<file path="config.mk">
export PLATFORM = sky130hd
export DESIGN_NAME = external_memory_interface
export DESIGN_NICKNAME = d
export VERILOG_FILES = /design/src/inc/emi_pkg.sv /design/src/core/external_memory_interface.sv
export VERILOG_INCLUDE_DIRS = /design/src /design/src/inc
export SDC_FILE = /design/constraint.sdc
export NUM_CORES = 1
export LEC_CHECK = 0
export CORE_MARGIN = 1
export CORE_UTILIZATION = 45
export CTS_BUF_LIST = sky130_fd_sc_hd__clkbuf_8
export DETAILED_ROUTE_END_ITERATION = 10
export DONT_BUFFER_PORTS = 1
export SLEW_MARGIN = 20
export SYNTH_ARGS = -nofsm -noshare
export SYNTH_HDL_FRONTEND = slang
export SYNTH_SLANG_ARGS = --single-unit
</file>
<file path="constraint.sdc">
create_clock -name pclk -period 2.7 [get_ports pclk]
set_clock_uncertainty 0.2 [all_clocks]
set_input_delay 0.27 -clock pclk [delete_from_list [all_inputs] [get_ports pclk]]
set_output_delay 0.27 -clock pclk [all_outputs]
set_load 0.01 [all_outputs]
</file>
<file path="src/inc/emi_map.svh">
// register offsets, field positions and reset values of the memory bus
`ifndef EMI_MAP_SVH
`define EMI_MAP_SVH

`define EMI_OFF_GLOBAL      12'h000
`define EMI_OFF_PORTCFG     12'h004
`define EMI_OFF_STATUS      12'h008
`define EMI_OFF_CTRL0       12'h010
`define EMI_OFF_CTRL3       12'h01C
`define EMI_OFF_PROT0       12'h020
`define EMI_OFF_PROT3       12'h02C

`define EMI_GLOBAL_ON       32'h0000_0001
`define EMI_CTRL_RESET      2'h0
`define EMI_PROT_RESET      16'h00FF
`define EMI_PORTCFG_RESET   8'h00

`define EMI_CTRL_EN         0
`define EMI_CTRL_W16        1
`define EMI_PROT_BYTEGATE   15
`define EMI_PROT_ALE_HI     14
`define EMI_PROT_ALE_LO     12
`define EMI_PROT_ADDR16     11
`define EMI_PROT_NOHOLD     10
`define EMI_PROT_NORDTA     9
`define EMI_PROT_NOWRTA     8
`define EMI_PROT_WR_HI      7
`define EMI_PROT_WR_LO      4
`define EMI_PROT_RD_HI      3
`define EMI_PROT_RD_LO      0

`define EMI_PC_AD           0
`define EMI_PC_TOP          1
`define EMI_PC_SEL_LO       2
`define EMI_PC_STRB         6
`define EMI_PC_LANE         7

`define EMI_REGION_FIRST    4'h1
`define EMI_REGION_LAST     4'h4
`define EMI_SPAN_HI_ZERO    11'h000
`endif

</file>
<file path="src/inc/emi_pkg.sv">
// types shared by the external memory interface
package emi_pkg;

  typedef enum logic [2:0] {
    ST_IDLE = 3'b000,
    ST_ALE  = 3'b001,
    ST_HOLD = 3'b011,
    ST_PRE  = 3'b010,
    ST_STRB = 3'b110,
    ST_POST = 3'b111
  } bus_state_t;

  typedef struct packed {
    logic [15:0] ad_out;
    logic        ad_oe;
    logic        top_addr_bit;
    logic [3:0]  region_selects_n;
    logic        fetch_pulse_n;
    logic        store_pulse_window_n;
    logic        addr_latch_pulse;
    logic        upper_byte_lane_n;
    logic        lower_byte_lane_n;
  } pin_bus_t;

  typedef struct packed {
    logic [31:0] addr;
    logic        write;
    logic [15:0] wdata;
    logic [1:0]  be;
  } mem_req_t;

  typedef struct packed {
    logic [15:0] rdata;
    logic        done;
    logic        error;
  } mem_resp_t;

  typedef struct packed {
    logic             global_en;
    logic [7:0]       port_cfg;
    logic [3:0][1:0]  ctrl;
    logic [3:0][15:0] prot;
    bus_state_t       fsm;
    logic [3:0]       cnt;
    logic [1:0]       region;
    logic [15:0]      cur_prot;
    logic             cur_w16;
    logic             ready;
    mem_req_t         req;
    pin_bus_t         pins;
    mem_resp_t        resp;
    logic             pready;
    logic             pslverr;
    logic [31:0]      prdata;
  } emi_state_t;

endpackage

</file>
<file path="src/core/external_memory_interface.sv">
// external memory bus controller with apb register file
//
// Function
// four 128 KiB regions routed to bus
// nothing works until global register holds 1
// each pin needs its own port setting; code shares one bit each across bus, strobes, lanes
// control bit 0 enables region
// control bit 1 selects 16-bit data
// protocol bit 15 gates lanes with write
// protocol bits 14:12 set latch wait states
// protocol bit 11 selects 16-bit addressing
// protocol bit 10 clear adds address hold
// protocol bit 9 clear pads read strobe
// protocol bit 8 clear pads write strobe
// bits 7:4 write strobe length, reset 0xF
// bits 3:0 read strobe length, reset 0xF
// muxed bus, top bit, selects, strobes, lanes
// address with latch pulse, then data strobe
// only addressed select, held whole cycle
// memory latches address, data within strobe
`timescale 1ns/1ps
`include "emi_map.svh"

module external_memory_interface (
  // clock, reset, enable
  input  wire logic                 pclk,
  input  wire logic                 presetn,
  input  wire logic                 ce,
  // apb slave
  input  wire logic                 psel,
  input  wire logic                 penable,
  input  wire logic                 pwrite,
  input  wire logic [11:0]          paddr,
  input  wire logic [31:0]          pwdata,
  output logic                      pready,
  output logic                      pslverr,
  output logic [31:0]               prdata,
  // processor memory request
  input  wire logic                 req_valid,
  input  wire emi_pkg::mem_req_t    req,
  output logic                      req_ready,
  output emi_pkg::mem_resp_t        resp,
  // external bus pins
  input  wire logic [15:0]          ad_in,
  output emi_pkg::pin_bus_t         pins,
  output logic [7:0]                port_pin_ext
);

  emi_pkg::emi_state_t s_reg;
  emi_pkg::emi_state_t s_next;

  //----------------------------------------------------------------
  // helpers
  //----------------------------------------------------------------
  // region index from address; bit 2 flags a hit
  function automatic logic [2:0] region_of(input logic [31:0] a);
    logic [3:0] top;
    top = a[31:28];
    if (top >= `EMI_REGION_FIRST && top <= `EMI_REGION_LAST &&
        a[27:17] == `EMI_SPAN_HI_ZERO) begin
      region_of = {1'b1, 2'(top - `EMI_REGION_FIRST)};
    end else begin
      region_of = 3'h0;
    end
  endfunction

  // idle levels of every pin
  function automatic emi_pkg::pin_bus_t idle_pins();
    emi_pkg::pin_bus_t p;
    p                      = '0;
    p.region_selects_n     = 4'hF;
    p.fetch_pulse_n        = 1'b1;
    p.store_pulse_window_n = 1'b1;
    p.upper_byte_lane_n    = 1'b1;
    p.lower_byte_lane_n    = 1'b1;
    idle_pins              = p;
  endfunction

  // pins without their port setting stay idle
  function automatic emi_pkg::pin_bus_t gate_pins(
    input emi_pkg::pin_bus_t p,
    input logic [7:0]        en
  );
    emi_pkg::pin_bus_t q;
    emi_pkg::pin_bus_t i;
    q = p;
    i = idle_pins();
    if (!en[`EMI_PC_AD]) begin
      q.ad_out = i.ad_out;
      q.ad_oe  = 1'b0;
    end
    if (!en[`EMI_PC_TOP]) begin
      q.top_addr_bit = i.top_addr_bit;
    end
    for (int k = 0; k < 4; k++) begin
      if (!en[`EMI_PC_SEL_LO + k]) begin
        q.region_selects_n[k] = 1'b1;
      end
    end
    if (!en[`EMI_PC_STRB]) begin
      q.fetch_pulse_n        = 1'b1;
      q.store_pulse_window_n = 1'b1;
      q.addr_latch_pulse     = 1'b0;
    end
    if (!en[`EMI_PC_LANE]) begin
      q.upper_byte_lane_n = 1'b1;
      q.lower_byte_lane_n = 1'b1;
    end
    gate_pins = q;
  endfunction

  //----------------------------------------------------------------
  // reset value
  //----------------------------------------------------------------
  // constant, so the async reset branch loads no logic output
  function automatic emi_pkg::emi_state_t reset_state();
    emi_pkg::emi_state_t s;
    s = '0;
    for (int k = 0; k < 4; k++) begin
      s.ctrl[k] = `EMI_CTRL_RESET;
      s.prot[k] = `EMI_PROT_RESET; // see R12
    end
    s.port_cfg  = `EMI_PORTCFG_RESET;
    s.fsm       = emi_pkg::ST_IDLE;
    s.ready     = 1'b1;
    s.pins      = idle_pins();
    reset_state = s;
  endfunction

  localparam emi_pkg::emi_state_t reset_value = reset_state();

  //----------------------------------------------------------------
  // next state
  //----------------------------------------------------------------
  always_comb begin
    logic [2:0]        hit;
    logic              w16;
    logic              a16;
    logic              pad;
    logic [1:0]        ri;
    emi_pkg::pin_bus_t p;
    hit = 3'h0;
    w16 = 1'b0;
    a16 = 1'b0;
    pad = 1'b0;
    ri  = 2'h0;
    p   = s_reg.pins;

    s_next            = s_reg;
    s_next.resp.done  = 1'b0;
    s_next.resp.error = 1'b0;
    s_next.pready     = 1'b0;
    s_next.pslverr    = 1'b0;

    // apb: answer in the first access cycle
    if (psel && !penable) begin
      s_next.pready = 1'b1;
      s_next.prdata = 32'h0000_0000;
      if (paddr == `EMI_OFF_GLOBAL) begin
        s_next.prdata[0] = s_reg.global_en;
      end else if (paddr == `EMI_OFF_PORTCFG) begin
        s_next.prdata[7:0] = s_reg.port_cfg;
      end else if (paddr == `EMI_OFF_STATUS) begin
        s_next.prdata[0]   = !s_reg.ready;
        s_next.prdata[3:1] = s_reg.fsm;
        s_next.prdata[5:4] = s_reg.region;
      end else if (paddr >= `EMI_OFF_CTRL0 && paddr <= `EMI_OFF_CTRL3 &&
                   paddr[1:0] == 2'h0) begin
        s_next.prdata[1:0] = s_reg.ctrl[paddr[3:2]];
      end else if (paddr >= `EMI_OFF_PROT0 && paddr <= `EMI_OFF_PROT3 &&
                   paddr[1:0] == 2'h0) begin
        s_next.prdata[15:0] = s_reg.prot[paddr[3:2]];
      end else begin
        s_next.pslverr = 1'b1;
      end
    end
    if (psel && penable && s_reg.pready && pwrite && !s_reg.pslverr) begin
      if (paddr == `EMI_OFF_GLOBAL) begin
        s_next.global_en = (pwdata == `EMI_GLOBAL_ON);
      end else if (paddr == `EMI_OFF_PORTCFG) begin
        s_next.port_cfg = pwdata[7:0];
      end else if (paddr >= `EMI_OFF_CTRL0 && paddr <= `EMI_OFF_CTRL3) begin
        s_next.ctrl[paddr[3:2]] = pwdata[1:0];
      end else if (paddr >= `EMI_OFF_PROT0 && paddr <= `EMI_OFF_PROT3) begin
        s_next.prot[paddr[3:2]] = pwdata[15:0];
      end
    end

    // bus sequencer
    case (s_reg.fsm)
      emi_pkg::ST_IDLE: begin
        if (req_valid && s_reg.ready) begin
          hit = region_of(req.addr);
          ri  = hit[1:0];
          if (!hit[2] || !s_reg.global_en ||
              !s_reg.ctrl[ri][`EMI_CTRL_EN]) begin // see R02
            s_next.resp.error = 1'b1;
            s_next.resp.done  = 1'b1;
          end else begin
            s_next.req      = req;
            s_next.region   = ri;
            s_next.cur_prot = s_reg.prot[ri];
            s_next.cur_w16  = s_reg.ctrl[ri][`EMI_CTRL_W16];
            s_next.ready    = 1'b0;
            s_next.fsm      = emi_pkg::ST_ALE;
            s_next.cnt      = {1'b0, s_reg.prot[ri][`EMI_PROT_ALE_HI:
                                                   `EMI_PROT_ALE_LO]};
            a16             = s_reg.prot[ri][`EMI_PROT_ADDR16];
            w16             = s_reg.ctrl[ri][`EMI_CTRL_W16];
            p               = idle_pins();

            p.ad_out        = a16 ? req.addr[15:0]
                                  : {8'h00, req.addr[7:0]};
            p.top_addr_bit  = a16 & req.addr[16];
            p.ad_oe         = 1'b1;
            p.addr_latch_pulse = 1'b1; // see R15
            p.region_selects_n[ri] = 1'b0;
            if (!s_reg.prot[ri][`EMI_PROT_BYTEGATE] || !req.write) begin
              p.upper_byte_lane_n = !(w16 & (req.be[1] | !req.write));
              p.lower_byte_lane_n = 1'b0;
            end
          end
        end
      end
      emi_pkg::ST_ALE: begin
        if (s_reg.cnt != 4'h0) begin
          s_next.cnt = s_reg.cnt - 4'h1;
        end else begin
          p.addr_latch_pulse = 1'b0;
          if (!s_reg.cur_prot[`EMI_PROT_NOHOLD]) begin
            s_next.fsm = emi_pkg::ST_HOLD;
          end else begin
            pad = s_reg.req.write ? !s_reg.cur_prot[`EMI_PROT_NOWRTA]
                                  : !s_reg.cur_prot[`EMI_PROT_NORDTA];
            s_next.fsm = pad ? emi_pkg::ST_PRE : emi_pkg::ST_STRB;
          end
        end
      end
      emi_pkg::ST_HOLD: begin
        pad = s_reg.req.write ? !s_reg.cur_prot[`EMI_PROT_NOWRTA]
                              : !s_reg.cur_prot[`EMI_PROT_NORDTA];
        s_next.fsm = pad ? emi_pkg::ST_PRE : emi_pkg::ST_STRB; // see R10
      end
      emi_pkg::ST_PRE: begin
        s_next.fsm = emi_pkg::ST_STRB;
      end
      default: begin
      end
    endcase

    // entering the strobe or the pad before it: data phase setup
    if (s_next.fsm == emi_pkg::ST_STRB && s_reg.fsm != emi_pkg::ST_STRB) begin
      s_next.cnt = s_reg.req.write
                 ? s_reg.cur_prot[`EMI_PROT_WR_HI:`EMI_PROT_WR_LO]
                 : s_reg.cur_prot[`EMI_PROT_RD_HI:`EMI_PROT_RD_LO];
      if (s_reg.req.write) begin
        p.ad_out = s_reg.cur_w16 ? s_reg.req.wdata
                                 : {8'h00, s_reg.req.wdata[7:0]};
        p.ad_oe  = 1'b1;
        p.store_pulse_window_n = 1'b0;
        if (s_reg.cur_prot[`EMI_PROT_BYTEGATE]) begin
          p.upper_byte_lane_n = !(s_reg.cur_w16 & s_reg.req.be[1]);
          p.lower_byte_lane_n = s_reg.cur_w16 & !s_reg.req.be[0];
        end
      end else begin
        p.ad_oe         = 1'b0;
        p.fetch_pulse_n = 1'b0;
      end
    end else if (s_next.fsm == emi_pkg::ST_PRE && s_reg.fsm != emi_pkg::ST_PRE) begin
      if (s_reg.req.write) begin
        p.ad_out = s_reg.cur_w16 ? s_reg.req.wdata
                                 : {8'h00, s_reg.req.wdata[7:0]};
      end else begin
        p.ad_oe = 1'b0; // release for the memory to drive
      end
    end

    if (s_reg.fsm == emi_pkg::ST_STRB) begin
      if (s_reg.cnt != 4'h0) begin
        s_next.cnt = s_reg.cnt - 4'h1;
      end else begin
        p.fetch_pulse_n        = 1'b1;
        p.store_pulse_window_n = 1'b1;
        if (s_reg.cur_prot[`EMI_PROT_BYTEGATE] && s_reg.req.write) begin
          p.upper_byte_lane_n = 1'b1;
          p.lower_byte_lane_n = 1'b1;
        end
        if (!s_reg.req.write) begin
          s_next.resp.rdata = s_reg.cur_w16 ? ad_in : {8'h00, ad_in[7:0]};
        end
        pad = s_reg.req.write ? !s_reg.cur_prot[`EMI_PROT_NOWRTA]
                              : !s_reg.cur_prot[`EMI_PROT_NORDTA];
        s_next.fsm = pad ? emi_pkg::ST_POST : emi_pkg::ST_IDLE; // see R10
      end
    end

    // end of the bus cycle
    if (s_next.fsm == emi_pkg::ST_IDLE && s_reg.fsm != emi_pkg::ST_IDLE) begin
      p                = idle_pins();
      s_next.resp.done = 1'b1;
      s_next.ready     = 1'b1;
    end
    if (s_reg.fsm == emi_pkg::ST_POST) begin
      s_next.fsm       = emi_pkg::ST_IDLE;
      p                = idle_pins();
      s_next.resp.done = 1'b1;
      s_next.ready     = 1'b1;
    end

    s_next.pins = p;
  end

  //----------------------------------------------------------------
  // state register
  //----------------------------------------------------------------
  always_ff @(posedge pclk or negedge presetn) begin
    if (!presetn) begin
      s_reg <= reset_value;
    end else if (ce) begin
      s_reg <= s_next;
    end
  end

  //----------------------------------------------------------------
  // outputs
  //----------------------------------------------------------------
  logic [7:0]        pin_en_reg;
  emi_pkg::pin_bus_t pins_reg;
  always_ff @(posedge pclk or negedge presetn) begin
    if (!presetn) begin
      pin_en_reg <= `EMI_PORTCFG_RESET;
      pins_reg   <= reset_value.pins;
    end else if (ce) begin
      pin_en_reg <= s_next.global_en ? s_next.port_cfg : 8'h00;
      pins_reg   <= gate_pins(s_next.pins,
                              s_next.global_en ? s_next.port_cfg
                                               : 8'h00);
    end
  end

  assign pins         = pins_reg;
  assign port_pin_ext = pin_en_reg;
  assign pready       = s_reg.pready;
  assign pslverr      = s_reg.pslverr;
  assign prdata       = s_reg.prdata;
  assign req_ready    = s_reg.ready;
  assign resp         = s_reg.resp;

endmodule

</file>
# Word level (Yosys, flattened, before mapping)
# Cells that the tools add are included.
[word_totals] word_cells=239 out_inout_bits=88 register_bits=257 input_bits=118
[classes] n_mux=108 n_addsub=2 reduce_logical=49 eq_ne=13 bitwise_logic=12 order_cmp=10
[op_table] operator="16-bit two-way mux" n=13
[op_table] operator="78-bit two-way mux" n=2
[op_table] operator="64-bit two-way mux" n=2
[op_table] operator="27-bit two-way mux" n=4
[op_table] operator="81-bit two-way mux" n=1
[op_table] operator="80-bit two-way mux" n=1
[op_table] operator="72-bit two-way mux" n=1
[op_table] operator="16-bit binary-select mux with 2-bit select" n=2
[op_table] operator="64-bit bitwise mux" n=1
[op_table] operator="52-bit two-way mux" n=1
[op_table] operator="17-bit two-way mux" n=3
[op_table] operator="8-bit two-way mux" n=5
[op_table] operator="2-bit two-way mux" n=19
[op_table] operator="34-bit two-way mux" n=1
[op_table] operator="16-bit demux with 2-bit select" n=1
[op_table] operator="32-bit by 1-bit equality test with 1-bit output (second input constant)" n=1
[op_table] operator="3-bit two-way mux" n=10
[op_table] operator="24-bit two-way mux" n=1
[op_table] operator="1-bit two-way mux" n=23
[op_table] operator="1-bit logical AND" n=18
[op_table] operator="4-bit two-way mux" n=4
[op_table] operator="15-bit two-way mux" n=1
[op_table] operator="14-bit two-way mux" n=1
[op_table] operator="1-bit logical NOT" n=13
[op_table] operator="43 further kinds" n=65

# Depth between registers and ports, before layout
# Gate-level depths: netlist of the first run.
[depth] word_depth=23 mapped_depth=13 depth_no_buf=8

# Least setup slack after synthesis of the first run
# OpenSTA, ideal clock, no wires.
[synth_path] path_kind="input to register" from="input req[47] (netlist bit)" to="register s_reg[69] (netlist bit)" setup_ns=0.125 slack_ns=-0.128 t_required_ns=2.375 n_path_buf=4 arrival_time_ns=2.503 path_stages=12 cell_sequence="inv_1 clkbuf_1 ha_1 buf_2 mux4_2 and3_4 and3_4 buf_6 buf_6 mux2_4 mux2i_1 o2bb2ai_1"
[synth_via] elab_chain_cells=19 word_cells_on_any_way=33 cone_classes="1 x add/sub; 2 x order compare; 2 x eq/ne; 18 x mux; 10 x reduce/logical"
[synth_lines] element="from (decl)" line="external_memory_interface.sv:40" rtl="input wire emi_pkg::mem_req_t req,"
[synth_lines] element="4-bit by 1-bit greater-or-equal comparator with 1-bit output (no source line) or 4-bit by 3-bit <= comparator with 1-bit output (tied branches)"
[synth_lines] element="1-bit logical AND (no source line) (2 in series)"
[synth_lines] element="3-bit two-way mux *" line="external_memory_interface.sv:59" rtl="if (top >= `EMI_REGION_FIRST && top <= `EMI_REGION_LAST &&"
[synth_lines] element="3-bit two-way mux *" line="external_memory_interface.sv:192" rtl="if (req_valid && s_reg.ready) begin"
[synth_lines] element="3-bit two-way mux *" line="external_memory_interface.sv:190" rtl="case (s_reg.fsm)"
[synth_lines] element="2-bit binary-select mux with 2-bit select" line="external_memory_interface.sv:196" rtl="!s_reg.ctrl[ri][`EMI_CTRL_EN]) begin"
[synth_lines] element="2-bit two-way mux"
[synth_lines] element="1-bit logical NOT" line="external_memory_interface.sv:196"
[synth_lines] element="[2 not listed]"
[synth_lines] element="78-bit two-way mux" line="external_memory_interface.sv:192"
[synth_lines] element="3-bit case mux with 4 select lines" line="external_memory_interface.sv:190"
[synth_lines] element="3-bit by 2-bit equality test with 1-bit output or 3-bit two-way mux (tied branches)" line="external_memory_interface.sv:269, external_memory_interface.sv:279"
[synth_lines] element="1-bit logical AND or 7-bit two-way mux (tied branches)" line="external_memory_interface.sv:269, external_memory_interface.sv:278"
[synth_lines] element="17-bit two-way mux or 3-bit logical NOT (tied branches)" line="external_memory_interface.sv:269, external_memory_interface.sv:298"
[synth_lines] element="17-bit two-way mux or 1-bit logical AND (tied branches)" line="external_memory_interface.sv:252, external_memory_interface.sv:298"
[synth_lines] element="27-bit two-way mux *" line="external_memory_interface.sv:298" rtl="if (s_next.fsm == emi_pkg::ST_IDLE && s_reg.fsm != emi_pkg::ST_IDLE) begin"
[synth_lines] element="27-bit two-way mux *" line="external_memory_interface.sv:303" rtl="if (s_reg.fsm == emi_pkg::ST_POST) begin"
[synth_lines] element="to (signal assigned)" line="external_memory_interface.sv:318" rtl="s_reg <= reset_value;"
[synth_lines] element="to (signal assigned)" line="external_memory_interface.sv:320" rtl="s_reg <= s_next;"
[synth_lines] element="to (decl)" line="external_memory_interface.sv:49" rtl="emi_pkg::emi_state_t s_reg;"
# Mark *: on every way between the ends. The rest lies on a longest branch, timed or not. The select of a mux whose other input is x is not followed.
# A chain may end at the register's enable or synchronous reset.

# Worst setup path after layout of the first run
[layout_path] from="register s_reg[150] (netlist bit)" to="register pins_reg (netlist bit pins[1])"
[layout_via] elab_chain_cells=12 word_cells_on_any_way=16 cone_classes="1 x eq/ne; 11 x mux; 4 x reduce/logical"
[layout_lines] element="4-bit nonzero test *" line="external_memory_interface.sv:226, external_memory_interface.sv:279"
[layout_lines] element="3-bit two-way mux" line="external_memory_interface.sv:226" rtl="if (s_reg.cnt != 4'h0) begin"
[layout_lines] element="3-bit case mux with 4 select lines" line="external_memory_interface.sv:190"
[layout_lines] element="3-bit equality test" line="external_memory_interface.sv:252" rtl="if (s_next.fsm == emi_pkg::ST_STRB && s_reg.fsm != emi_pkg::ST_STRB) begin"
[layout_lines] element="1-bit logical AND" line="external_memory_interface.sv:252"
[layout_lines] element="2-bit two-way mux" line="external_memory_interface.sv:252"
[layout_lines] element="2-bit two-way mux" line="external_memory_interface.sv:284" rtl="if (s_reg.cur_prot[`EMI_PROT_BYTEGATE] && s_reg.req.write) begin"
[layout_lines] element="2-bit two-way mux" line="external_memory_interface.sv:279" rtl="if (s_reg.cnt != 4'h0) begin"
[layout_lines] element="2-bit two-way mux" line="external_memory_interface.sv:278" rtl="if (s_reg.fsm == emi_pkg::ST_STRB) begin"
[layout_lines] element="27-bit two-way mux *" line="external_memory_interface.sv:298"
[layout_lines] element="27-bit two-way mux *" line="external_memory_interface.sv:303"
[layout_lines] element="2-bit two-way mux *" line="external_memory_interface.sv:105" rtl="if (!en[`EMI_PC_LANE]) begin"
[layout_lines] element="to (signal assigned)" line="external_memory_interface.sv:332" rtl="pins_reg <= reset_value.pins;"
[layout_lines] element="to (signal assigned)" line="external_memory_interface.sv:335" rtl="pins_reg <= gate_pins(s_next.pins,"
[layout_lines] element="to (decl)" line="external_memory_interface.sv:328" rtl="emi_pkg::pin_bus_t pins_reg;"
# Mark *: on every way between the ends. The rest lies on a longest branch, timed or not.

==> key figures, run 1 <==
Global route
  – Number of global-route vias before repair: 8733
  – Largest net degree at the start of global routing: around 220
  – Global-route wire length before repair: between 50 and 60 mm
  – Total grt overflow: 0
  – Initial antenna violation count: 0
  – GRT Total Usage: 0.259

Logic synthesis
  – Number of synthesized flops with an enable pin: 0
  – Mean Syn Cell Area: between 10 and 15 µm²
  – Most used DFF post-synth: dfrtp_1
  – Post-synthesis sequential area ratio: 0.488
  – Yosys reg bits: 221
  – Top cells by count, synth: dfrtp_1 (172), mux2_2 (125), nand2_1 (99)
  – Synth top area share: 0.375
  – Synth area leader: dfrtp_1
  – Mapped Cells: around 1000
  – Synth top area cells: dfrtp_1 (38%), mux2_2 (12%), dfstp_2 (11%)
  – Unique cell type count in the Yosys netlist: between 70 and 80
  – Synth warn: 0
  – Synthesized area: 11500 µm²
  – Fraction of registers with async set/reset: 1.00
  – Most common cell in the synthesized netlist: dfrtp_1

Layout
  – # diodes: 0
  – Layout Nets: around 1200
  – Share of layout cells above drive strength 1: 0.314
  – Fillers: around 2200
  – P&R area growth vs syn: 19.1%
  – Fin area: 13700 µm²

STA
  – RSZ-0062 raised after global routing: no
  – Relative slew margins: 0.240
  – Slew Limit Fails: 0
  – Setup_tns: 0 ns
  – Fmax: about 380 MHz
  – Period utilization: 0.964
  – Tmin final: between 2 and 3 ns
  – Worst Slack Setup Final: ~0.098 ns
  – Hold Slack: -0.775 ns
  – Setup-failing EPs final: 0
  – Total count of hold-check failures in the final report: around 220
  – Slew @ Worst Pin: roughly 1.1 ns

Pwr
  – Gate power share: 0.162
  – Leakage: between 0.006 and 0.007 µW
  – PD cells: between 500 and 600 nW/µm²
  – Sw Pwr: around 2300 µW
  – Worst IR Drop VDD: roughly 0.00043 V
  – Net Sw Frac: 0.287
  – Seq pwr share: 0.457
  – Clock share of power: 0.381
  – Int Power: between 5000 and 6000 µW

Detailed routing
  – DRT iter0 DRCs: between 800 and 900
  – Post-route ant nets: 0
  – Via density: 5.86
  – Vias: 8661
  – DRT Pass-1 Iters: 5
  – DR DRC count: 0
  – Post-DR wirelength/cell: between 20 and 25 µm
  – Total routed wirelength: about 34 mm

Worst setup path
  – Worst EP required: approximately 3.0 ns
  – WP data arrival: around 2.9 ns
  – Critical Path Sink Type: flip-flop
  – CP Cell Sequence: inv_1, ha_1, nor3b_4, a31oi_2, or3_1, o22ai_1, o211ai_1, o32a_1
  – Critical path class: flip-flop to flip-flop
  – Critical-path top delay cell: or3_1
  – Type of origin of the critical path: flip-flop
  – CP max stage delay: 0.52 ns
  – Crit path max fanout: 6

Clocking
  – Max H-tree Level: 2
  – Post-cts hold buffer count: 85
  – Maximum root-to-sink buffer count: 3
  – Worst-path clk slew: roughly 0.06 ns
  – Clock sink total: roughly 220
  – Clock root cell: clkbuf_8
  – Worst skew pair latency: around 0.58 ns
  – CTS tree: yes
  – Num CTS Buffers: 40

Floorplan
  – Die Y: ~160 µm
  – # IOs: just over 200
  – Die area: about 26000 µm²
  – Starting density of the core: 0.457
  – CORE AREA: between 20000 and 30000 µm²
  – Rows: 58
  – Die width: 162 µm

Placed design
  – Area of placed instances: approximately 12000 µm²
  – Hpwl dp: roughly 22 mm
  – Port Buffers: 0
  – Final Wtd Congestion: about 0.95
  – Dpl ws: approximately 0.004 ns

Hold path
  – Hold Path Class: input port to asynchronous set/reset pin

Status
  – Failing checks: hold timing
  – Status: complete, but fails checks

Flow run
  – Total of max-cap violations: 0
## path summary, 6_finish.rpt
kind,startpoint,cells after the start,slack [ns],endpoint
worst max-delay path,s_reg[150],8,0.1,pins[1]
worst min-delay path,presetn,0,-0.78,s_reg[147]
worst max register to register,s_reg[150],8,0.1,pins[1]
worst min register to register,s_reg[132],1,0.28,s_reg[132]
max in group asynchronous,presetn,0,2.74,asynchronous set/reset pin
min in group pclk,pwdata[3],3,0.01,port_pin_ext[3]
## worst max-delay path, delay by kind of cell (launching register included)
family | cells | cell delay, ns
fa+ha+maj | 1 | 0.22
simple gates | 2 | 0.77
compound gates | 4 | 0.85
buf+inv | 1 | 0.09
flops | 1 | 0.40
## power by group through the flow
stage / sequential [µW] / clock [µW] / combinational (µW)
2_1_floorplan: 3670 / 0 / 883
6_report: 3680 / 3060 / 1300
3_3_place_gp: 3720 / 0 / 1100
3_5_place_dp: 3720 / 0 / 1110
4_1_cts: 3670 / 3150 / 1280
5_1_grt: 3690 / 3320 / 1410
## placed cells by master, fill, tap and decap left out, types with 13 or more instances in the layout
cell and count:
mux2_2 125, clkbuf_8 45, nand2_1 98, nand3_1 21
a21oi_1 22, buf_4 74, dfstp_2 49, o21ai_0 42
dfrtp_1 172, nor2b_1 24, mux2i_1 25, nor3_1 13
o2bb2ai_1 19, nor2_1 36, a22o_1 13, o22ai_1 14
conb_1 16, dlygate4sd3_1 83, inv_1 31, a221o_1 16
mux4_2 19, a21o_1 14
## per-layer routing
layer,vias to the layer above,wire (µm),GRT usage
li1,3918,-,-
met4,0,641,0.0793
met5,-,0,0
met1,4352,14400,0.345
met2,346,16100,0.426
met3,45,2320,0.0537
## logic make-up (layout without fill, tap and decap cells)
| kind of cell | Yosys count | in the layout | synth area share |
|---|---|---|---|
| XOR/XNOR | 2 | 2 | 0.00153 |
| AND/OR/NAND/NOR | 271 | 271 | 0.127 |
| adder cells (fa/ha/maj) | 4 | 4 | 0.00437 |
| multiplexers | 171 | 171 | 0.185 |
| AO/OA/AOI/OAI | 214 | 214 | 0.136 |
| flip-flops | 221 | 221 | 0.488 |
| buffers and inverters | 118 | 249 | 0.0593 |
| other | 1 | 16 | 0.000327 |
## area by class of cell
cell class,instances,area (µm²),share of cell area
Clock inverter,28,161,0.0118
Sequential cell,221,5590,0.409
Clock buffer,45,619,0.0453
Inverter,11,41.3,0.00302
Tap cell,330,413,0.0302
Timing Repair Buffer,165,1550,0.114
Multi-Input combinational cell,678,5280,0.386
## what timing repair did
| action | in CTS | in global routing |
|---|---|---|
| setup buffers | 0 | 0 |
| gates resized for setup | 0 | 4 |
| endpoints found under the setup margin | 0 | 18 |
| endpoints found under the hold margin | 437 | 221 |
## stage by stage
step	utilization	std cells	hold WS, ns	total power (µW)
6_report	0.544	1478	-0.775	8040
5_1_grt	0.544	1478	-0.806	8420
4_1_cts	0.543	1478	-0.826	8100
3_5_place_dp	0.477	1320	-0.220	4840
3_3_place_gp	0.477	1320	-0.220	4830
2_1_floorplan	-	1017	-0.226	4550
Note: power is estimated with default switching activity, not from simulation.
==> run 2, diff against run 1 <==
RECOVER_POWER = 100   (was not set)
==> key figures, run 2 (same netlist as run 1, synthesis figures left out) <==
Detailed routing
  – Post-DR wirelength/cell: approximately 23 µm
  – Total routed wirelength: around 34 mm
  – DRT Pass-1 Iters: 5
  – Vias: a little under 9000
  – DR DRC count: 0
  – Via density: 5.87
  – Post-route ant nets: 0
  – DRT iter0 DRCs: 809

Hold path
  – Hold Path Class: input port to asynchronous set/reset pin

Pwr
  – Sw Pwr: ~2300 µW
  – Seq pwr share: 0.458
  – PD cells: approximately 590 nW/µm²
  – Clock share of power: 0.382
  – Leakage: 0.00616 µW
  – Net Sw Frac: 0.287
  – Gate power share: 0.160
  – Int Power: ~5700 µW
  – Worst IR Drop VDD: 0.000434 V

Status
  – Status: complete, but fails checks
  – Failing checks: hold timing

Worst setup path
  – WP data arrival: approximately 2.9 ns
  – Critical path class: flip-flop to flip-flop
  – Worst EP required: 2.98 ns
  – Crit path max fanout: 6
  – Type of origin of the critical path: flip-flop
  – Critical Path Sink Type: flip-flop

Global route
  – GRT Total Usage: 0.259
  – Most used routing layer: met2
  – Number of global-route vias before repair: a little under 9000
  – Global-route wire length before repair: 51.6 mm
  – Global routing usage on met3: 0.0537
  – Largest net degree at the start of global routing: ~220
  – Met1 Use GR: 0.345
  – Met2 GRT Util: 0.426
  – Initial antenna violation count: 0
  – Total grt overflow: 0

Placed design
  – Hpwl dp: between 20 and 25 mm
  – Placed Instances: roughly 1300
  – Port Buffers: 0
  – Final Wtd Congestion: approximately 0.95

Clocking
  – Max H-tree Level: 2
  – Num CTS Buffers: 40
  – Worst skew pair latency: approximately 0.58 ns
  – CTS tree: yes
  – Worst-path clk slew: approximately 0.06 ns
  – Clock root cell: clkbuf_8
  – Post-cts hold buffer count: 85
  – Maximum root-to-sink buffer count: 3
  – Clock sink total: between 200 and 250

Floorplan
  – Rows: 58
  – Die width: around 160 µm
  – Die area: ~26000 µm²
  – Starting density of the core: 0.457
  – CORE AREA: about 25000 µm²
  – Die Y: 162 µm
  – # IOs: between 200 and 250

STA
  – Slew @ Worst Pin: between 1 and 1.5 ns
  – Total count of hold-check failures in the final report: roughly 220
  – Setup_tns: 0 ns
  – Slew Limit Fails: 0
  – Period utilization: 0.956
  – RSZ-0062 raised after global routing: no
  – Hold Slack: -0.776 ns
  – Setup-failing EPs final: 0
  – Fmax: about 390 MHz
  – Tmin final: around 2.6 ns
  – Relative slew margins: 0.212

Layout
  – Commonest non-fill, non-tap cell in the layout: dfrtp_1
  – # diodes: 0
  – Fillers: ~2200
  – Post-route insts no fill: between 1000 and 1500
  – Layout Nets: 1239
  – P&R area growth vs syn: 18.4%
  – Share of layout cells above drive strength 1: 0.297
  – Commonest non-fill, non-tap cells in the layout: dfrtp_1 (172), mux2_2 (125), nand2_1 (99), dlygate4sd3_1 (83), buf_4 (61)

Flow run
  – Total of max-cap violations: 0
## run 2: cell types whose count changed in the layout (fill, tap and decap cells not counted), sizes merged
| cell | previous run | this run |
|---|---|---|
| clkbuf | 45 | 56 |
| buf | 82 | 71 |
## run 2: final timing paths
path,to,start,depth (start not counted),slack [ns]
setup / recovery,pins[1],s_reg[150],8,0.12
hold reg to reg,s_reg[132],s_reg[132],1,0.28
min in group pclk,prdata[2],paddr[3],3,0.01
setup reg to reg,pins[1],s_reg[150],8,0.12
max in group asynchronous,asynchronous set/reset pin,presetn,0,2.75
hold / removal,s_reg[147],presetn,0,-0.78
## run 2: power by group through the flow
| stage | clock network, µW | logic (µW) | registers [µW] |
|---|---|---|---|
| 2_1_floorplan | 0 | 883 | 3670 |
| 3_3_place_gp | 0 | 1100 | 3720 |
| 3_5_place_dp | 0 | 1110 | 3720 |
| 4_1_cts | 3150 | 1280 | 3670 |
| 5_1_grt | 3320 | 1390 | 3690 |
| 6_report | 3060 | 1280 | 3670 |
## run 2: per-layer routing
layer	wire (µm)	up-vias
met2	16000	366
li1	-	3912
met3	2400	44
met1	14500	4360
met5	0	-
met4	653	0
## run 2: timing repair
item,CTS,global route
buffers inserted,0,0
gates resized for setup,0,4
endpoints found under the hold margin,437,221
setup endpoints to repair,0,18
## run 2: cell type report
type                    instances  area [µm²]  area share
clock buffers                  45         619      0.0456
clock inverters                28         161      0.0119
inverters                      11        41.3     0.00304
multi-input cells             678        5260       0.387
flip-flops and latches        221        5590       0.412
well taps                     330         413      0.0304
repair buffers                165        1490       0.110
## run 2: metrics by stage
step           hold slack, ns  area (µm²)  setup WS (ns)  power [µW]  utilization
2_1_floorplan          -0.226       11500         0.0112        4550            -
3_3_place_gp           -0.220       12000         0.0654        4830        0.477
3_5_place_dp           -0.220       12000        0.00400        4840        0.477
4_1_cts                -0.826       13600         0.0814        8100        0.543
5_1_grt                -0.806       13600         0.0188        8400        0.541
6_report               -0.776       13600          0.120        8020        0.541
## run 2: worst max-delay path: stages, from the launching register on
cell and delay [ns]:
dfrtp_1 0.40, inv_1 0.08, ha_1 0.22, nor3b_4 0.24
a31oi_2 0.18, or3_1 0.52, o22ai_1 0.17, o211ai_1 0.14
o32a_1 0.35
==> run 3, diff against run 2 <==
CTS_CLUSTER_DIAMETER = 80   (was not set)
MAX_ROUTING_LAYER = met4   (was not set)
==> key figures, run 3 (same netlist as run 1, synthesis figures left out) <==
Worst setup path
  – Setup crit start: pslverr
  – Critical path class: flip-flop to flip-flop
  – Critical-path top delay cell: dlygate4sd3_1
  – Type of origin of the critical path: flip-flop
  – Crit path max fanout: 4
  – R2R Setup Slk: about 0.085 ns
  – R2R depth: 7
  – WP data arrival: between 2 and 3 ns
  – Critical Path Sink Type: flip-flop
  – Worst EP required: approximately 3.0 ns
  – CP Cell Sequence: nor2b_1, nand4_1, nor3_2, and2_1, nand3_1, dlygate4sd3_1, mux2_2
  – Reg-to-Reg Start: pslverr
  – CP max stage delay: 0.61 ns

STA
  – Relative slew margins: 0.214
  – Fmax: 382 MHz
  – Slew @ Worst Pin: around 1.2 ns
  – Slew Limit Fails: 0
  – Period utilization: 0.968
  – Hold Slack: -0.783 ns
  – Setup-failing EPs final: 0
  – Total count of hold-check failures in the final report: 221
  – Tmin final: approximately 2.6 ns

Flow run
  – Total of max-cap violations: 0

Clocking
  – Num CTS Buffers: between 40 and 50
  – Post-cts hold buffer count: between 80 and 90
  – Maximum root-to-sink buffer count: 3
  – Clock sink total: about 220
  – CTS tree: yes
  – Worst-path clk slew: 0.07 ns
  – Clock root cell: clkbuf_8
  – Worst skew pair latency: ~0.57 ns
  – Max H-tree Level: 2

Detailed routing
  – Via density: between 5 and 6
  – DR DRC count: 0
  – DRT iter0 DRCs: between 600 and 700
  – Total routed wirelength: approximately 34 mm
  – Post-DR wirelength/cell: 22.7 µm
  – DRT Pass-1 Iters: 5
  – Post-route ant nets: 0
  – Vias: 8735

Global route
  – Global-route wire length before repair: roughly 51 mm
  – Largest net degree at the start of global routing: roughly 220
  – Number of global-route vias before repair: a little under 9000
  – Total grt overflow: 0
  – Initial antenna violation count: 0
  – GRT Total Usage: 0.262

Layout
  – # diodes: 0
  – FF+latch area: between 5000 and 6000 µm²
  – Fillers: 2227
  – Share of layout cells above drive strength 1: 0.305
  – Commonest non-fill, non-tap cell in the layout: dfrtp_1
  – Layout Nets: ~1200
  – Fin area: approximately 14000 µm²
  – Multi-input gate area: between 5000 and 6000 µm²
  – P&R area growth vs syn: 19.5%
  – Commonest non-fill, non-tap cells in the layout: dfrtp_1 (172), mux2_2 (125), nand2_1 (100), dlygate4sd3_1 (85), buf_4 (56)

Pwr
  – Worst IR Drop VDD: 0.000402 V
  – Clock share of power: 0.403
  – Int Power: roughly 6000 µW
  – Leakage: between 0.006 and 0.007 µW
  – Sw Pwr: roughly 2300 µW
  – Net Sw Frac: 0.283
  – PD cells: 607 nW/µm²
  – Seq pwr share: 0.445
  – Gate power share: 0.153

Floorplan
  – Starting density of the core: 0.457
  – Die area: between 20000 and 30000 µm²
  – # IOs: ~200
  – Die Y: between 150 and 200 µm
  – Rows: 58
  – Die width: 162 µm
  – CORE AREA: about 25000 µm²

Placed design
  – Area of placed instances: about 12000 µm²
  – Final Wtd Congestion: between 0.9 and 1
  – Hpwl dp: about 22 mm
  – Port Buffers: 0

Status
  – Failing checks: hold timing
  – Status: complete, but fails checks

Hold path
  – Hold Path Class: input port to asynchronous set/reset pin
-- run 3: changes by cell type in the layout (fill, tap and decap cells not counted), moves of 3 or more --
cell and change:
buf_2 -3, buf_4 -5, clkbuf_2 +6, clkbuf_8 +8, inv_1 -8, nor3_1 -3
nor3_2 +3
-- run 3: area by class of cell --
class | count | area share
flip-flops and latches | 221 | 0.408
multi-input cells | 678 | 0.385
repair buffers | 168 | 0.111
clock buffers | 53 | 0.0532
well taps | 330 | 0.0301
clock inverters | 21 | 0.00977
inverters | 11 | 0.00301
-- run 3: worst min path at each step --
stage,startpoint,cells after the start,to
floorplan,presetn,0,asynchronous set/reset pin
global placement,presetn,0,resp[17]
detailed placement,presetn,0,resp[17]
CTS,presetn,0,s_reg[132]
global route,presetn,0,asynchronous set/reset pin
finish,presetn,0,resp[17]
-- run 3: per-layer routing --
layer,share of wire,global-route usage
met3,0.063,0.0516
met2,0.48,0.423
met1,0.43,0.337
met5,0,-
met4,0.023,0.0708
-- run 3: critical path, delay by kind of cell (launching register included) --
family                 cells  cell delay [ns]
DFF                        1             0.44
and+or+nand+nor            5             1.01
buffers and inverters      1             0.61
muxes                      1             0.29
-- run 3: power by group through the flow --
stage / Sequential, µW / Clock (µW) / Combinational, µW
after floorplan: 3670 / 0 / 883
final: 3690 / 3350 / 1270
after CTS: 3690 / 3420 / 1260
after global routing: 3710 / 3570 / 1370
after global placement: 3740 / 0 / 1100
after detailed placement: 3740 / 0 / 1110
-- run 3: per-stage QoR --
step	power (µW)	TNS, ns	utilization	setup slack, ns	std cells
after floorplan	4550	0	-	0.0112	1017
after global placement	4850	0	0.478	0.0954	1318
after detailed placement	4850	0	0.478	0.0575	1318
after CTS	8370	0	0.548	0.0322	1480
after global routing	8660	-0.00578	0.546	-0.00320	1482
final	8310	0	0.546	0.0855	1482
-- run 3: what timing repair did --
item                                   CTS  global route
endpoints found under the hold margin  435           221
gates resized for setup                  0             7
buffers inserted                         0             0
setup endpoints to repair                0             5
